[src/rtl/asmo_pkg.sv]
// Constants for the add-shifted / add-minus-one fixed-point datapath.
// Assumes big-endian instruction bit numbering, bit 0 being the MSB.
// How it works
// (RL1) Shifted add: source plus immediate, sixteen zeros below
// (RL2) Source index zero means base value zero
// (RL3) Shifted add never touches condition or exception flags
// (RL4) 64-bit mode copies bit 31 upward, except for the legacy-form shifted add
// (RL5) Legacy immediate unsigned, current immediate signed
// (RL6) Minus-one add: source plus carry plus all-ones
// (RL7) Minus-one add always updates carry flag
// (RL8) Overflow-enable set updates overflow and summary-overflow
// (RL9) Record bit sets condition field from result
// (RL10) Opcode 15 selects shifted add, fields fixed
// (RL11) Opcode 31, extended 234 selects minus-one add
package asmo_pkg;
  // Instruction fields, LSB-numbered (big-endian bit n is bit 31-n)
  localparam int ASMO_OPC_MSB = 31;
  localparam int ASMO_OPC_LSB = 26;
  localparam int ASMO_RT_MSB = 25;
  localparam int ASMO_RT_LSB = 21;
  localparam int ASMO_RA_MSB = 20;
  localparam int ASMO_RA_LSB = 16;
  localparam int ASMO_IMM_MSB = 15;
  localparam int ASMO_XO_MSB = 9;
  localparam int ASMO_XO_LSB = 1;
  localparam int ASMO_OE_BIT = 10;
  localparam int ASMO_RC_BIT = 0;
  localparam logic [5:0] ASMO_OPC_SHIFT_ADD = 6'h0f;
  localparam logic [5:0] ASMO_OPC_EXT = 6'h1f;
  localparam logic [8:0] ASMO_XO_MINUS_ONE = 9'h0ea;
  localparam logic [31:0] ASMO_ALL_ONES = 32'hffffffff;
  // Register byte offsets
  localparam logic [7:0] ASMO_CTRL_OFF = 8'h00;
  localparam logic [7:0] ASMO_FLAGS_OFF = 8'h04;
  localparam logic [7:0] ASMO_IRQ_STAT_OFF = 8'h08;
  localparam logic [7:0] ASMO_IRQ_MASK_OFF = 8'h0c;
  // Control fields
  localparam int ASMO_CTRL_MODE64 = 0;
  localparam int ASMO_CTRL_LEGACY = 1;
  localparam logic [1:0] ASMO_CTRL_RESET = 2'h0;
  // Flags layout: cr0 in [3:0] (lt,gt,eq,so), ca 4, ov 5, so 6
  localparam int ASMO_FL_CA = 4;
  localparam int ASMO_FL_OV = 5;
  localparam int ASMO_FL_SO = 6;
  localparam logic [3:0] ASMO_CR0_RESET = 4'h0;
  // Interrupt events and bus response codes
  localparam int ASMO_EV_DONE = 0;
  localparam int ASMO_EV_OVF = 1;
  localparam int ASMO_EV_ILLEGAL = 2;
  localparam logic [2:0] ASMO_IRQ_RESET = 3'h0;
  localparam logic [1:0] ASMO_RESP_OKAY = 2'h0;
  localparam logic [1:0] ASMO_RESP_SLVERR = 2'h2;
endpackage

[src/rtl/asmo_alu.sv]
// Add-shifted-immediate and add-minus-one-extended datapath with flags.
// Assumes decode hands over the instruction word with the source register
// value already read; writeback and flags leave one cycle later.
`timescale 1ns/1ps
module asmo_alu (
  // Clock and reset
  input wire logic aclk,
  input wire logic aresetn,
  // Instruction in
  input wire logic insn_valid,
  input wire logic [31:0] insn_word,
  input wire logic [63:0] src_value,
  // Writeback out
  output logic wb_valid,
  output logic [4:0] wb_index,
  output logic [63:0] wb_data,
  // Flags and interrupt out
  output logic adder_cout_flag,
  output logic arith_wrap_flag,
  output logic summary_wrap_flag,
  output logic [3:0] cr0_field,
  output logic irq,
  // AXI4-Lite slave
  input wire logic [7:0] s_axi_awaddr,
  input wire logic s_axi_awvalid,
  output logic s_axi_awready,
  input wire logic [31:0] s_axi_wdata,
  input wire logic [3:0] s_axi_wstrb,
  input wire logic s_axi_wvalid,
  output logic s_axi_wready,
  output logic [1:0] s_axi_bresp,
  output logic s_axi_bvalid,
  input wire logic s_axi_bready,
  input wire logic [7:0] s_axi_araddr,
  input wire logic s_axi_arvalid,
  output logic s_axi_arready,
  output logic [31:0] s_axi_rdata,
  output logic [1:0] s_axi_rresp,
  output logic s_axi_rvalid,
  input wire logic s_axi_rready
);
  import asmo_pkg::*;

  logic [1:0] ctrl_reg;
  logic [2:0] irq_stat_reg;
  logic [2:0] irq_mask_reg;
  logic [7:0] awaddr_reg;
  logic [31:0] wdata_reg;
  logic wstrb0_reg;
  logic aw_have_reg;
  logic w_have_reg;

  // Decode
  wire [5:0] opcode = insn_word[ASMO_OPC_MSB:ASMO_OPC_LSB];
  wire [4:0] target_reg_index = insn_word[ASMO_RT_MSB:ASMO_RT_LSB];
  wire [4:0] source_reg_index = insn_word[ASMO_RA_MSB:ASMO_RA_LSB];
  wire [15:0] unsigned_imm = insn_word[ASMO_IMM_MSB:0];
  wire [8:0] ext_opcode = insn_word[ASMO_XO_MSB:ASMO_XO_LSB];
  wire wrap_enable_bit = insn_word[ASMO_OE_BIT];
  wire record_flag_bit = insn_word[ASMO_RC_BIT];
  wire is_shift = opcode == ASMO_OPC_SHIFT_ADD; // see RL10
  wire is_minus = (opcode == ASMO_OPC_EXT) && (ext_opcode == ASMO_XO_MINUS_ONE); // see RL11
  wire mode64 = ctrl_reg[ASMO_CTRL_MODE64];
  wire legacy_form = ctrl_reg[ASMO_CTRL_LEGACY];

  // Shifted add
  wire [63:0] imm_signed = {{32{unsigned_imm[15]}}, unsigned_imm, 16'h0000}; // see RL5
  wire [63:0] imm_unsigned = {32'h0, unsigned_imm, 16'h0000}; // see RL1 RL5
  wire [63:0] shift_base = (source_reg_index == 5'h00) ? 64'h0 : src_value; // see RL2
  wire [63:0] shift_sum = shift_base + (legacy_form ? imm_unsigned : imm_signed); // see RL1
  // Legacy form in 64-bit mode keeps the full unsigned sum
  wire [63:0] shift_result = !mode64 ? {32'h0, shift_sum[31:0]} :
    legacy_form ? shift_sum : {{32{shift_sum[31]}}, shift_sum[31:0]}; // see RL4

  // Minus-one add; arithmetic is 32-bit
  wire [32:0] minus_sum = {1'b0, src_value[31:0]} + {1'b0, ASMO_ALL_ONES}
    + {32'h0, adder_cout_flag}; // see RL6
  wire [31:0] minus_low = minus_sum[31:0];
  wire minus_wrap = src_value[31] & ~minus_low[31]; // see RL8
  wire [63:0] minus_result = mode64 ? {{32{minus_low[31]}}, minus_low} : {32'h0, minus_low};
  wire minus_so = summary_wrap_flag | minus_wrap;
  wire so_after = (is_minus && wrap_enable_bit) ? minus_so : summary_wrap_flag;
  wire [3:0] minus_cr0 = {minus_low[31], ~minus_low[31] & (minus_low != 32'h0),
    minus_low == 32'h0, so_after}; // see RL9

  wire insn_legal = insn_valid && (is_shift || is_minus);
  wire insn_illegal = insn_valid && !(is_shift || is_minus);
  wire minus_fire = insn_valid && is_minus;

  // Register bus decode
  wire aw_take = s_axi_awvalid && s_axi_awready;
  wire w_take = s_axi_wvalid && s_axi_wready;
  wire wr_go = (aw_have_reg || aw_take) && (w_have_reg || w_take) && !s_axi_bvalid;
  wire [7:0] wr_addr = aw_have_reg ? awaddr_reg : s_axi_awaddr;
  wire [31:0] wr_data = w_have_reg ? wdata_reg : s_axi_wdata;
  wire wr_lane0 = w_have_reg ? wstrb0_reg : s_axi_wstrb[0];
  wire wr_ctrl = wr_go && wr_lane0 && (wr_addr == ASMO_CTRL_OFF);
  wire wr_flags = wr_go && wr_lane0 && (wr_addr == ASMO_FLAGS_OFF);
  wire wr_stat = wr_go && wr_lane0 && (wr_addr == ASMO_IRQ_STAT_OFF);
  wire wr_mask = wr_go && wr_lane0 && (wr_addr == ASMO_IRQ_MASK_OFF);
  wire wr_known = (wr_addr == ASMO_CTRL_OFF) || (wr_addr == ASMO_FLAGS_OFF)
    || (wr_addr == ASMO_IRQ_STAT_OFF) || (wr_addr == ASMO_IRQ_MASK_OFF);
  wire ar_take = s_axi_arvalid && s_axi_arready;
  wire [6:0] flags_view = {summary_wrap_flag, arith_wrap_flag, adder_cout_flag, cr0_field};
  wire rd_known = (s_axi_araddr == ASMO_CTRL_OFF) || (s_axi_araddr == ASMO_FLAGS_OFF)
    || (s_axi_araddr == ASMO_IRQ_STAT_OFF) || (s_axi_araddr == ASMO_IRQ_MASK_OFF);
  wire [31:0] rd_mux = (s_axi_araddr == ASMO_CTRL_OFF) ? {30'h0, ctrl_reg} :
    (s_axi_araddr == ASMO_FLAGS_OFF) ? {25'h0, flags_view} :
    (s_axi_araddr == ASMO_IRQ_STAT_OFF) ? {29'h0, irq_stat_reg} :
    (s_axi_araddr == ASMO_IRQ_MASK_OFF) ? {29'h0, irq_mask_reg} : 32'h0;

  // Events; a set in the clearing cycle wins over the clear
  wire [2:0] events = {insn_illegal, minus_fire && wrap_enable_bit && minus_wrap, insn_legal};
  wire [2:0] stat_next = (irq_stat_reg & ~(wr_stat ? wr_data[2:0] : 3'h0)) | events;

  // Writeback
  always_ff @(posedge aclk) begin
    if (!aresetn) begin
      wb_valid <= 1'b0;
      wb_index <= 5'h00;
      wb_data <= 64'h0;
    end else begin
      wb_valid <= insn_legal;
      if (insn_legal) begin
        wb_index <= target_reg_index;
        wb_data <= is_shift ? shift_result : minus_result;
      end
    end
  end

  // Flags; an instruction wins over a software write in the same cycle,
  // and the shifted add leaves every flag alone
  always_ff @(posedge aclk) begin
    if (!aresetn) begin
      adder_cout_flag <= 1'b0;
      arith_wrap_flag <= 1'b0;
      summary_wrap_flag <= 1'b0;
      cr0_field <= ASMO_CR0_RESET;
    end else if (minus_fire) begin
      adder_cout_flag <= minus_sum[32]; // see RL7
      if (wrap_enable_bit) begin
        arith_wrap_flag <= minus_wrap; // see RL8
        summary_wrap_flag <= minus_so; // see RL8
      end
      if (record_flag_bit) begin
        cr0_field <= minus_cr0; // see RL9
      end
    end else if (wr_flags && !insn_valid) begin // see RL3
      adder_cout_flag <= wr_data[ASMO_FL_CA];
      arith_wrap_flag <= wr_data[ASMO_FL_OV];
      summary_wrap_flag <= wr_data[ASMO_FL_SO];
      cr0_field <= wr_data[3:0];
    end
  end

  // Control and interrupt registers
  always_ff @(posedge aclk) begin
    if (!aresetn) begin
      ctrl_reg <= ASMO_CTRL_RESET;
      irq_stat_reg <= ASMO_IRQ_RESET;
      irq_mask_reg <= ASMO_IRQ_RESET;
      irq <= 1'b0;
    end else begin
      if (wr_ctrl) begin
        ctrl_reg <= wr_data[1:0];
      end
      if (wr_mask) begin
        irq_mask_reg <= wr_data[2:0];
      end
      irq_stat_reg <= stat_next;
      irq <= |(stat_next & (wr_mask ? wr_data[2:0] : irq_mask_reg));
    end
  end

  // Write channels: address and data accepted in either order
  always_ff @(posedge aclk) begin
    if (!aresetn) begin
      s_axi_awready <= 1'b1;
      s_axi_wready <= 1'b1;
      aw_have_reg <= 1'b0;
      w_have_reg <= 1'b0;
      awaddr_reg <= 8'h00;
      wdata_reg <= 32'h0;
      wstrb0_reg <= 1'b0;
      s_axi_bvalid <= 1'b0;
      s_axi_bresp <= ASMO_RESP_OKAY;
    end else begin
      if (wr_go) begin
        aw_have_reg <= 1'b0;
        w_have_reg <= 1'b0;
        s_axi_awready <= 1'b0;
        s_axi_wready <= 1'b0;
        s_axi_bvalid <= 1'b1;
        s_axi_bresp <= wr_known ? ASMO_RESP_OKAY : ASMO_RESP_SLVERR;
      end else begin
        if (aw_take) begin
          aw_have_reg <= 1'b1;
          awaddr_reg <= s_axi_awaddr;
          s_axi_awready <= 1'b0;
        end
        if (w_take) begin
          w_have_reg <= 1'b1;
          wdata_reg <= s_axi_wdata;
          wstrb0_reg <= s_axi_wstrb[0];
          s_axi_wready <= 1'b0;
        end
        if (s_axi_bvalid && s_axi_bready) begin
          s_axi_bvalid <= 1'b0;
          s_axi_awready <= 1'b1;
          s_axi_wready <= 1'b1;
        end
      end
    end
  end

  // Read channel: one read in flight, answer one cycle after address
  always_ff @(posedge aclk) begin
    if (!aresetn) begin
      s_axi_arready <= 1'b1;
      s_axi_rvalid <= 1'b0;
      s_axi_rdata <= 32'h0;
      s_axi_rresp <= ASMO_RESP_OKAY;
    end else if (ar_take) begin
      s_axi_arready <= 1'b0;
      s_axi_rvalid <= 1'b1;
      s_axi_rdata <= rd_mux;
      s_axi_rresp <= rd_known ? ASMO_RESP_OKAY : ASMO_RESP_SLVERR;
    end else if (s_axi_rvalid && s_axi_rready) begin
      s_axi_rvalid <= 1'b0;
      s_axi_arready <= 1'b1;
    end
  end
endmodule

[config.mk]
export PLATFORM = sky130hd
export DESIGN_NAME = asmo_alu
export DESIGN_NICKNAME = d
export VERILOG_FILES = /design/src/rtl/asmo_pkg.sv /design/src/rtl/asmo_alu.sv
export SDC_FILE = /design/constraint.sdc
export NUM_CORES = 1
export LEC_CHECK = 0
export BUFFER_PORTS_ARGS = -buffer_cell sky130_fd_sc_hd__buf_2
export CORE_AREA = 2 2 170 122
export CTS_BUF_LIST = sky130_fd_sc_hd__clkbuf_8
export DETAILED_ROUTE_END_ITERATION = 16
export DIE_AREA = 0 0 172 124
export PLACE_DENSITY_LB_ADDON = 0.1
export SLEW_MARGIN = 20
export SYNTH_ARGS = -nofsm -noshare
export SYNTH_HDL_FRONTEND = slang
export SYNTH_SLANG_ARGS = --single-unit
export TNS_END_PERCENT = 20
[constraint.sdc]
create_clock -name aclk -period 6.68 [get_ports aclk]
set_clock_uncertainty 0.15 [all_clocks]
set_input_delay 1.336 -clock aclk [delete_from_list [all_inputs] [get_ports aclk]]
set_output_delay 1.336 -clock aclk [all_outputs]
set_load 0.01 [all_outputs]
After elaboration in Yosys (flattened, before gate mapping)
Index checks and enable logic that the tools add are counted.
- register bits after elaboration: 145
- input port bits: 156
- word-level logic and storage cells: 137
- add/subtract/negate cells: 3
- eq/ne operators: 11
- mux-type cells: 41
- bitwise logic cells: 10
- reductions and logical operators: 48
- operators by type and width (cell ; number):
    64-bit two-way mux ; 6
    64-bit adder ; 1
    32-bit by 32-bit adder with 33-bit output, second input constant ; 1
    33-bit by 1-bit adder with 33-bit output ; 1
    8-bit by 4-bit == test with 1-bit output, second input constant ; 4
    32-bit logical NOT ; 1
    32-bit nonzero test ; 1
    1-bit two-way mux ; 22
    7-bit two-way mux ; 3
    1-bit logical AND ; 20
    8-bit by 3-bit == test with 1-bit output, second input constant ; 2
    8-bit logical NOT ; 2
    3-bit two-way mux ; 4
    4-bit two-way mux ; 3
    9-bit by 8-bit == test with 1-bit output, second input constant ; 1
    1-bit logical OR ; 9
    8-bit two-way mux ; 1
    2-bit AND reduction ; 4
    3-bit bitwise AND ; 2
    6-bit by 4-bit == test with 1-bit output, second input constant ; 1
    6-bit by 5-bit == test with 1-bit output, second input constant ; 1
    2-bit nonzero test ; 3
    3-bit nonzero test ; 2
    5-bit logical NOT ; 1
    other kinds (10) ; 17

Logic depth before layout (Yosys ltp)
- depth in word-level cells: 12
- depth in mapped cells: 16
- gate-level depth less buffers: 14

Worst setup path after synthesis
Ideal clock, no wire load.
- path kind: in2reg
- start: input port insn_word[16]
- end: register wb_data[56]
- library setup time: 0.132 ns
- data arrival time: 5.091 ns
- required time: 6.398 ns
- setup slack: 1.307 ns
- cell stages on the path: 16
- cells stage by stage: or4_1 > nor2_1 > clkbuf_1 > clkbuf_1 > nor2b_1 > ha_1 > fa_1 > a21o_1 > a221o_1 > a21oi_1 > o41ai_2 > o211a_1 > nor3_1 > o21ai_0 > xnor2_1 > a21oi_1
- cells in the longest elaborated chain, start to end: 6
- ends and longest elaborated chain (what ; line ; RTL):
    from (decl) ; asmo_alu.sv:11 ; input wire logic [31:0] insn_word,
    5-bit logical NOT ; asmo_alu.sv:69 ; wire [63:0] shift_base = (source_reg_index == 5'h00) ? 64'h0 : src_value;
    64-bit two-way mux ; asmo_alu.sv:69 ;
    64-bit adder ; asmo_alu.sv:70 ; wire [63:0] shift_sum = shift_base + (legacy_form ? imm_unsigned : imm_signed);
    64-bit two-way mux ; asmo_alu.sv:73 ; legacy_form ? shift_sum : {{32{shift_sum[31]}}, shift_sum[31:0]};
    64-bit two-way mux ; asmo_alu.sv:72 ; wire [63:0] shift_result = !mode64 ? {32'h0, shift_sum[31:0]} :
    64-bit two-way mux ; asmo_alu.sv:126 ; wb_data <= is_shift ? shift_result : minus_result;
    to (signal assigned) ; asmo_alu.sv:126 ;
    to (decl) ; asmo_alu.sv:16 ; output logic [63:0] wb_data,
No other way between the ends.
A chain may end at the register's enable or synchronous reset.

Worst setup path after layout
- start: input port insn_word[16]
- end: register wb_data[63]
Same word-level chain as after synthesis.

==> results.toml <==
[flow_run]
cap_violations = 0

[synthesis]
synth-async-reset-ratio = 0
synth_edf_count = 0
ys_types = 76
synth-seq-cells = 118
syn_inst = 1133
netlist_area_um2 = 8700
synthFlopType = "dfxtp_1"
ys_seq_area_frac = 0.272
avgSynthCellArea_um2 = 7.68
yosys_warnings = 0

[worst_setup_path]
slowest_delay_ns = 0.62
critical_path_class = "in2reg"
slowest_stage = "or4_1"
crit_arrival_ns = 5.58
required_ns = 6.86
path_cells = "buf_2 > or4_1 > nor2_4 > buf_4 > nor2b_1 > ha_1 > nand2_1 > or3_1 > or4_1 > a21oi_1 > o21ai_0 > o211ai_1 > a41oi_1 > xnor2_1 > a21oi_1"
start_kind = "input pin"
crit_path_end_kind = "flip-flop"
critical_path_buf_inv_count = 2
crit_fanout = 19
crit_family = "simple AND/OR/NAND/NOR gates"

[routing]
via_count = 9008
wire_per_inst_um = 17.2
wirelength_um = 27600
antenna_left = 0
viasPerCell = 5.61
drc = 0
drt-initial-drc-count = 799
detail_route.first_pass.iterations = 6

[clock_network]
cts_resized = 0
cts_tree = "done"
cts.clk_slew.worst_paths_ns = 0.08
ctsHoldBuffers = 0
clockRootBuffer = "clkbuf_8"
htreeDepth = 4
clk_latency_ns = 0.45
cts_inserted_buffers = 17
cts_setup_buffers = 0
clock_tree.buffer_depth = 2
cts.sink_count = 118

[sta]
hold_viol_final = 0
rsz0062_at_grt = "false"
holdWs_ns = 0.303
setup_ws_ns = 1.27
fmax_ghz = 0.185
min_period_over_period = 0.810
worstMarginPinSlew_ns = 1.01
period_needed_ns = 5.41
slew_viol_final = 0
finalSetupViolCount = 0
tns_ns = 0
slew_headroom = 0.324

[placed_design]
port_buffers = 219
dpl_worst_slack_ns = 0.859
dpl.hpwl_um = 21400
place.gp.congestion = 0.906

[power_and_ir_drop]
ir_drop_mv = 0.116
p_leak_nw = 4.56
power_density_nw_per_um2 = 181
power_mw = 1.86

[grt]
gr-total-overflow = 0
grt_antenna_before_repair = 0
grt_pass1_wl_um = 43000
grt_use_total = 0.257
first_global_vias = 8037
grt_max_degree = 56

[die]
dieArea_um2 = 21300
dieHeight_um = 124
rows = 43
ioPinCount = 275
coreArea_um2 = 19600
die-width_um = 172
initial_core_util = 0.444

[finish]
largest_reg_flops = 64
n_antenna_cell = 0
area_delta_synth_final_pct = 18.2
final_nets = 1530
final_util = 0.525
drive_above_1_share = 0.219
final_common_cell = "buf_2"
final_cell_mix = "219 x buf_2, 122 x nor2_1, 122 x a21oi_1"

[status]
status = "finished, final reports clean"

[worst_hold_path]
hp-class = "reg2reg"
==> where the power goes <==
part | total, mW | leakage, nW | switching [mW] | internal (mW)
combinational | 0.476 | 3.41 | 0.282 | 0.194
sequential | 0.732 | 0.955 | 0.0129 | 0.719
clock | 0.650 | 0.195 | 0.348 | 0.302
==> worst paths after layout <==
kind | start | to | slack (ns) | depth (start not counted)
min | wb_index[1]$_SDFFE_PN0P_ | wb_index[1]$_SDFFE_PN0P_ | 0.30 | 2
min reg2reg | wb_index[1]$_SDFFE_PN0P_ | wb_index[1]$_SDFFE_PN0P_ | 0.30 | 2
max | insn_word[16] | wb_data[63]$_SDFFE_PN0P_ | 1.27 | 15
max reg2reg | adder_cout_flag$_SDFFE_PN0P_ | cr0_field[2]$_SDFFE_PN0P_ | 2.50 | 13
==> kinds of logic (layout without fill, tap and decap cells) <==
group                      count (synthesis)  in the layout  synth area share
xor gates and xnor gates                  60             60            0.0604
DFF                                      118            118             0.272
AOI/OAI and AO/OA                        359            359             0.258
other                                      1             27          0.000431
and+or+nand+nor                          407            407             0.237
buffers and inverters                    105            282            0.0580
muxes                                     32             32            0.0403
adders and majority gates                 51             51            0.0742
==> Yosys cell counts, types with 16 or more instances <==
| cell type | instances | share of area |
|---|---|---|
| buf_4 | 27 | 0.023 |
| a211oi_1 | 26 | 0.022 |
| a21o_1 | 30 | 0.026 |
| inv_1 | 20 | 0.0086 |
| nand2_1 | 87 | 0.038 |
| xnor2_1 | 32 | 0.032 |
| nor3_1 | 38 | 0.022 |
| nor2b_1 | 50 | 0.036 |
| ha_1 | 50 | 0.072 |
| mux2i_1 | 26 | 0.030 |
| o21ai_0 | 87 | 0.050 |
| dfxtp_1 | 118 | 0.27 |
| nand3_1 | 16 | 0.0092 |
| a21oi_1 | 123 | 0.071 |
| xor2_1 | 28 | 0.028 |
| clkbuf_1 | 50 | 0.022 |
| nor2_1 | 124 | 0.054 |
==> per-layer routing <==
metal / wire (um) / global-route usage / share of wire / up-vias
li1: - / - / - / 4464
met1: 14300 / 0.397 / 0.52 / 4199
met2: 11000 / 0.363 / 0.40 / 315
met3: 1980 / 0.0493 / 0.072 / 30
met4: 406 / 0.0583 / 0.015 / 0
met5: 0 / 0 / 0 / -
==> final cells by class <==
class	instances	area, um^2
fillers	2020	9300
multi-input cells	936	5950
flip-flops and latches	118	2360
repair buffers	229	1170
well taps	270	338
clock buffers	17	234
clock inverters	15	145
inverters	21	78.8
==> through the flow <==
stage / cells / area, um^2
after CTS: 1606 / 10300
after floorplan: 1159 / 8790
after detailed placement: 1574 / 9900
after global placement: 1574 / 9900
after global routing: 1606 / 10300
final: 1606 / 10300
==> worst min-delay path, cell delays in order, from the launching register on <==
cell and delay (ns):
dfxtp_1 0.31, nand2_1 0.05, a21oi_1 0.05
Power figures use the tool's default switching activity.
